### config.mk
export PLATFORM = sky130hd
export DESIGN_NAME = cmx_input_select
export DESIGN_NICKNAME = d
export VERILOG_FILES = /design/src/verilog/cmx_pkg.sv /design/src/verilog/cmx_input_select.sv
export VERILOG_INCLUDE_DIRS = /design/src /design/src/verilog
export SDC_FILE = /design/constraint.sdc
export NUM_CORES = 1
export LEC_CHECK = 0
export BUFFER_PORTS_ARGS = -buffer_cell sky130_fd_sc_hd__buf_2
export CELL_PAD_IN_SITES_DETAIL_PLACEMENT = 1
export CELL_PAD_IN_SITES_GLOBAL_PLACEMENT = 1
export CORE_AREA = 3 3 76 78
export CTS_BUF_LIST = sky130_fd_sc_hd__clkbuf_4 sky130_fd_sc_hd__clkbuf_8
export DETAILED_ROUTE_END_ITERATION = 6
export DIE_AREA = 0 0 79 81
export PLACE_DENSITY = 0.8
export SYNTH_ARGS = -nofsm -noshare
export SYNTH_HDL_FRONTEND = slang
export SYNTH_SLANG_ARGS = --single-unit
export TNS_END_PERCENT = 10
### constraint.sdc
create_clock -name clk_i -period 2.6 [get_ports clk_i]
set_input_delay 0.52 -clock clk_i [delete_from_list [all_inputs] [get_ports clk_i]]
set_output_delay 0.52 -clock clk_i [all_outputs]
set_load 0.02 [all_outputs]
### src/verilog/cmx_defs.svh
// constants for the comparator1 input select block
`ifndef CMX_DEFS_SVH
`define CMX_DEFS_SVH

`define CMX_SFR_PAGE 8'h00
`define CMX_SEL_ADDR 8'h9E
`define CMX_SEL_RESET 8'hFF
`define CMX_NEG_MSB 7
`define CMX_NEG_LSB 4
`define CMX_POS_MSB 3
`define CMX_POS_LSB 0
`define CMX_CODE_TOUCH 4'hC
`define CMX_CODE_HALF 4'hD
`define CMX_CODE_SUPPLY 4'hE
`define CMX_CODE_TOP 4'hF

`endif

### src/verilog/cmx_pkg.sv
// types for the comparator1 input select block
package cmx_pkg;
    typedef logic [3:0] cmx_code_t;
    typedef logic [15:0] cmx_onehot_t;
endpackage : cmx_pkg

### src/verilog/cmx_input_select.sv
// comparator1 input select register and analog switch decode
//
// Behaviour
// RL1: 8-bit RW register, page 0x0 address 0x9E
// RL2: reset loads all ones
// RL3: bits 7:4 pick negative input source
// RL4: bits 3:0 pick positive input source
// RL5: code 1100 selects touch sense reference
// RL6: code 1101 selects half MCU supply
// RL7: divider enabled only when half selected
// RL8: one-hot selects; reserved codes open all
`timescale 1ns/1ps
`include "cmx_defs.svh"

module cmx_input_select (
    input wire logic clk_i,
    input wire logic rst_i,
    input wire logic [7:0] sfr_addr_i,
    input wire logic [7:0] sfr_page_i,
    input wire logic sfr_wr_i,
    input wire logic sfr_rd_i,
    input wire logic [7:0] sfr_wdata_i,
    output logic [7:0] sfr_rdata_o,
    output logic [15:0] neg_sel_o,
    output logic [15:0] pos_sel_o,
    output logic half_div_en_o
);

    // ------------------------------------------------------------
    // register
    // ------------------------------------------------------------
    logic [7:0] comparator1_input_select;
    logic hit;
    cmx_pkg::cmx_code_t negative_input_code;
    cmx_pkg::cmx_code_t positive_input_code;
    cmx_pkg::cmx_code_t next_neg;
    cmx_pkg::cmx_code_t next_pos;
    cmx_pkg::cmx_onehot_t next_neg_sel;
    cmx_pkg::cmx_onehot_t next_pos_sel;

    assign hit = (sfr_addr_i == `CMX_SEL_ADDR) &&
                 (sfr_page_i == `CMX_SFR_PAGE);

    always_ff @(posedge clk_i or posedge rst_i)
    begin
        if (rst_i)
            comparator1_input_select <= `CMX_SEL_RESET; // RL2
        else if (sfr_wr_i && hit)
            comparator1_input_select <= sfr_wdata_i; // RL1
    end

    // read data registered; other addresses return zero
    always_ff @(posedge clk_i or posedge rst_i)
    begin
        if (rst_i)
            sfr_rdata_o <= 8'h00;
        else if (sfr_rd_i && hit)
            sfr_rdata_o <= comparator1_input_select; // RL1
        else
            sfr_rdata_o <= 8'h00;
    end

    // ------------------------------------------------------------
    // decode
    // ------------------------------------------------------------
    assign negative_input_code =
        comparator1_input_select[`CMX_NEG_MSB:`CMX_NEG_LSB]; // RL3
    assign positive_input_code =
        comparator1_input_select[`CMX_POS_MSB:`CMX_POS_LSB]; // RL4

    // decode from the next register value so selects stay in step
    always_comb
    begin
        next_neg = negative_input_code;
        next_pos = positive_input_code;
        if (sfr_wr_i && hit)
        begin
            next_neg = sfr_wdata_i[`CMX_NEG_MSB:`CMX_NEG_LSB];
            next_pos = sfr_wdata_i[`CMX_POS_MSB:`CMX_POS_LSB];
        end
    end

    // the two inputs differ only in which of codes 6 and 11 is reserved
    cmx_code_decode #(
        .IS_NEG(1'b1)
    ) neg_decode_i (
        .code_i(next_neg),
        .sel_o(next_neg_sel)
    ); // RL3 RL5 RL6 RL8

    cmx_code_decode #(
        .IS_NEG(1'b0)
    ) pos_decode_i (
        .code_i(next_pos),
        .sel_o(next_pos_sel)
    ); // RL4 RL5 RL6 RL8

    // bit n of a select closes the switch for code n; bit 12 is the
    // touch reference, bit 13 the half supply
    always_ff @(posedge clk_i or posedge rst_i)
    begin
        if (rst_i)
        begin
            neg_sel_o <= 16'h8000;
            pos_sel_o <= 16'h8000;
        end
        else
        begin
            neg_sel_o <= next_neg_sel; // RL3 RL5 RL6 RL8
            pos_sel_o <= next_pos_sel; // RL4 RL5 RL6 RL8
        end
    end

    // divider draws current only while some input uses it
    always_ff @(posedge clk_i or posedge rst_i)
    begin
        if (rst_i)
            half_div_en_o <= 1'b0;
        else
            half_div_en_o <= (next_neg == `CMX_CODE_HALF) ||
                             (next_pos == `CMX_CODE_HALF); // RL7
    end

endmodule : cmx_input_select

// ------------------------------------------------------------
// code to switch select decode, one per comparator input
// ------------------------------------------------------------
module cmx_code_decode #(
    parameter bit IS_NEG = 1'b0
) (
    input wire logic [3:0] code_i,
    output logic [15:0] sel_o
);

    logic [15:0] raw_sel;
    logic usable;

    // table written out so each source can be audited against its code
    always_comb
    begin
        raw_sel = 16'h0000;
        usable = 1'b0;
        case (code_i)
            4'h0:
            begin
                raw_sel = 16'h0001;
                usable = 1'b1;
            end
            4'h1:
            begin
                raw_sel = 16'h0002;
                usable = 1'b1;
            end
            4'h2:
            begin
                raw_sel = 16'h0004;
                usable = 1'b1;
            end
            4'h3:
            begin
                raw_sel = 16'h0008;
                usable = 1'b1;
            end
            4'h4:
            begin
                raw_sel = 16'h0010;
                usable = 1'b0; // RL8
            end
            4'h5:
            begin
                raw_sel = 16'h0020;
                usable = 1'b0; // RL8
            end
            4'h6:
            begin
                raw_sel = 16'h0040;
                usable = IS_NEG; // RL8
            end
            4'h7:
            begin
                raw_sel = 16'h0080;
                usable = 1'b1;
            end
            4'h8:
            begin
                raw_sel = 16'h0100;
                usable = 1'b1;
            end
            4'h9:
            begin
                raw_sel = 16'h0200;
                usable = 1'b1;
            end
            4'hA:
            begin
                raw_sel = 16'h0400;
                usable = 1'b1;
            end
            4'hB:
            begin
                raw_sel = 16'h0800;
                usable = !IS_NEG; // RL8
            end
            4'hC:
            begin
                raw_sel = 16'h1000;
                usable = 1'b1; // RL5
            end
            4'hD:
            begin
                raw_sel = 16'h2000;
                usable = 1'b1; // RL6
            end
            4'hE:
            begin
                raw_sel = 16'h4000;
                usable = 1'b1;
            end
            4'hF:
            begin
                raw_sel = 16'h8000;
                usable = 1'b1;
            end
            default:
            begin
                raw_sel = 16'h0000;
                usable = 1'b0;
            end
        endcase
    end

    // reserved codes leave every switch of this input open
    assign sel_o = usable ? raw_sel : 16'h0000; // RL8

endmodule : cmx_code_decode

==> summary.md <==
| Metric | Value |
|---|---|
| Total CTS buffers | 5 |
| Die area | 6400 um2 |
| Final Max Tran Viols | 0 |
| WP data arrival | between 2000 and 2500 ps |
| Min cycle time layout | 1870 ps |
| Commonest non-fill, non-tap cells in the layout | buf_2, dfrtp_1, nand2_1 |
| CP max FO | 26 |
| Switching power | 326 uW |
| Nature of the critical path startpoint | input port |
| Slowest cell on crit path | nand3_4 |
| R2R setup slack | 1310 ps |
| Gr ovfl total | 0 |
| Cts hold-fix bufs | 0 |
| CTS H-Tree Depth | 2 |
| Overall power | 1310 uW |
| Clock skew after layout | slightly below 7 ps |
| Critical Path Sink Type | flop |
| Max Buffers Root-to-Sink | 2 |
| CTS resizes | 0 |
| Distinct cells, synth | 22 |
| Worst Path Class, Setup | input port to flop |
| Gate power share | 0.066 |
| Power Dens Cells | between 400 and 500 nW/um2 |
| WHS | 228 ps |
| Top-Level Pins | 69 |
| Die Wd | 79 um |
| Predominant post-synthesis flop cell | dfrtp_1 |
| Largest net degree at the start of global routing | 27 |
| WP data required | 2820 ps |
| Drt wl/cell | around 16 um |
| Initial core utilization | 0.423 |
| Warnings, synthesis | 0 |
| Share of cells above drive strength 1 | 0.395 |
| GRT Total Usage | 0.170 |
| Core area | 5140 um2 |
| P&R area growth vs syn | 24.4% |
| P_leak | 0.00152 uW |
| Vias per Instance | 5.01 |
| Post-synth ARST share | 1.00 |
| Antenna violations before repair | 0 |
| Global-route wire length before repair | 8540 um |
| Final TNS setup | 0 ps |
| Place WS | 386 ps |
| Post-CTS Setup Inserts | 0 |
| CTS sink cnt | 49 |
| Outcome | finished, final reports clean |
| Routed Antenna Nets | 0 |
| Detailed Routing Iterations Pass 1 | 4 |
| Syn Area/Cell | roughly 12 um2 |
| Post-Syn Instances | between 150 and 200 |
| Clock power share | 0.349 |
| Final hold viol count | 0 |
| Rows | 26 |
| RSZ-0062 raised after global routing | no |
| Max-slew headroom | 0.666 |
| Sequential Power Share | 0.585 |
| Count of state elements after synthesis | ~50 |
| Clock-pin slew on the worst setup and hold paths | 100 ps |
| CTS tree | yes |
| Commonest non-fill, non-tap cell in the layout | buf_2 |
| PortBufs | 68 |
| Internal | 988 uW |
| Cells on worst reg2reg path | 3 |
| Vias | 1,667 |
| DRT Wirelength | between 5000 and 6000 um |
| Actual slew at the worst max-slew pin | between 500 and 600 ps |
| Vias in the first global route | 1,753 |
| DRC | 0 |
| Worst skew pair latency | 310 ps |
| Worst vdd ir | 0.000219 V |
| Post-route setup slack | roughly 730 ps |
| Achievable Freq | 0.536 GHz |
| Final net count | 290 |
| Mapped cell area | between 2000 and 2500 um2 |
| EDFF count, synth | 0 |
| Period utilization | 0.718 |
| Die Y | 81 um |
| Max-Cap Viols | 0 |
| Cell Chain, Critical Path | buf_2 > nor4b_2 > and3_1 > nand3_4 > buf_12 > mux2i_1 |
| Root Buffer | clkbuf_8 |
| Antenna Cells | 0 |
| Placer Congestion | roughly 0.8 |
| Seq/Total Area, Yosys | 0.570 |
| DP HPWL | 3780 um |
| Setup violators final | 0 |
| Sw frac | 0.248 |
| Hold Path Class | input port to async pin |
| Worst path max stage delay | 390 ps |
| DR iter-0 viols | a little under 60 |
==> worst max-delay path, delay by kind of cell <==
kind	cells	cell delay [ps]
buf+inv	2	420
mux	1	170
simple gates	3	960
==> per-stage QoR <==
| stage | area [um2] | utilization | std cells |
|---|---|---|---|
| 3_5_place_dp | 2610 | 0.508 | 325 |
| 5_1_grt | 2700 | 0.526 | 333 |
| 4_1_cts | 2700 | 0.526 | 333 |
| 3_3_place_gp | 2610 | 0.508 | 325 |
| 2_1_floorplan | 2190 | - | 193 |
| 6_report | 2700 | 0.526 | 333 |
==> path summary, 6_finish.rpt <==
check                                       startpoint             to
setup / recovery                         sfr_page_i[2]  neg_sel_o[14]
hold / removal                                   rst_i   neg_sel_o[5]
setup reg to reg           comparator1_input_select[5]  neg_sel_o[14]
hold reg to reg            comparator1_input_select[4]  neg_sel_o[15]
max in group asynchronous                        rst_i  neg_sel_o[15]
min in group clk_i                      sfr_wdata_i[4]  neg_sel_o[15]
==> cell type report <==
cell class              instances  area, um2
fillers                       595       2440
flip-flops and latches         49       1240
multi-input cells             133        901
repair buffers                 71        375
well taps                      70       87.6
clock buffers                   5       68.8
clock inverters                 3       22.5
inverters                       2       7.51
==> cell usage after synthesis, drive strengths merged (2+ instances only) <==
library cell	instances	share of area
nand4	5	0.014
nand2	28	0.048
nor2b	14	0.040
and4bb	2	0.012
dfrtp	39	0.45
inv	2	0.0035
nor2	9	0.016
buf	3	0.0098
and2	8	0.023
clkbuf	6	0.010
nand3	21	0.054
mux2	9	0.054
mux2i	26	0.12
dfstp	10	0.12
nand4b	2	0.0081
==> state kept, by name, indices dropped and copies added (netlist names) <==
register / count
neg_sel_o: 16
sfr_rdata_o: 8
pos_sel_o: 16
comparator1_input_select: 8
half_div_en_o: 1
==> logic make-up after synthesis <==
group | share of synthesized area
simple gates | 0.231
flops | 0.570
mux | 0.173
buf+inv | 0.0236
other cells | 0.00173
==> layer usage <==
layer	wire, um	part of all wire	up-vias	GRT usage
met5	0	0	-	0
met4	53	0.010	0	0.0550
met3	341	0.066	5	0.0455
met2	2510	0.48	55	0.283
met1	2290	0.44	828	0.217
li1	-	-	779	-
==> power groups by stage <==
| stage | Clock [uW] | Sequential, uW | Combinational (uW) |
|---|---|---|---|
| 2_1_floorplan | 0 | 789 | 31.1 |
| 3_3_place_gp | 0 | 782 | 84.7 |
| 3_5_place_dp | 0 | 783 | 87.8 |
| 4_1_cts | 467 | 768 | 88.2 |
| 5_1_grt | 505 | 769 | 96.9 |
| 6_report | 459 | 768 | 86.5 |
Note: power is estimated with default switching activity, not from simulation.
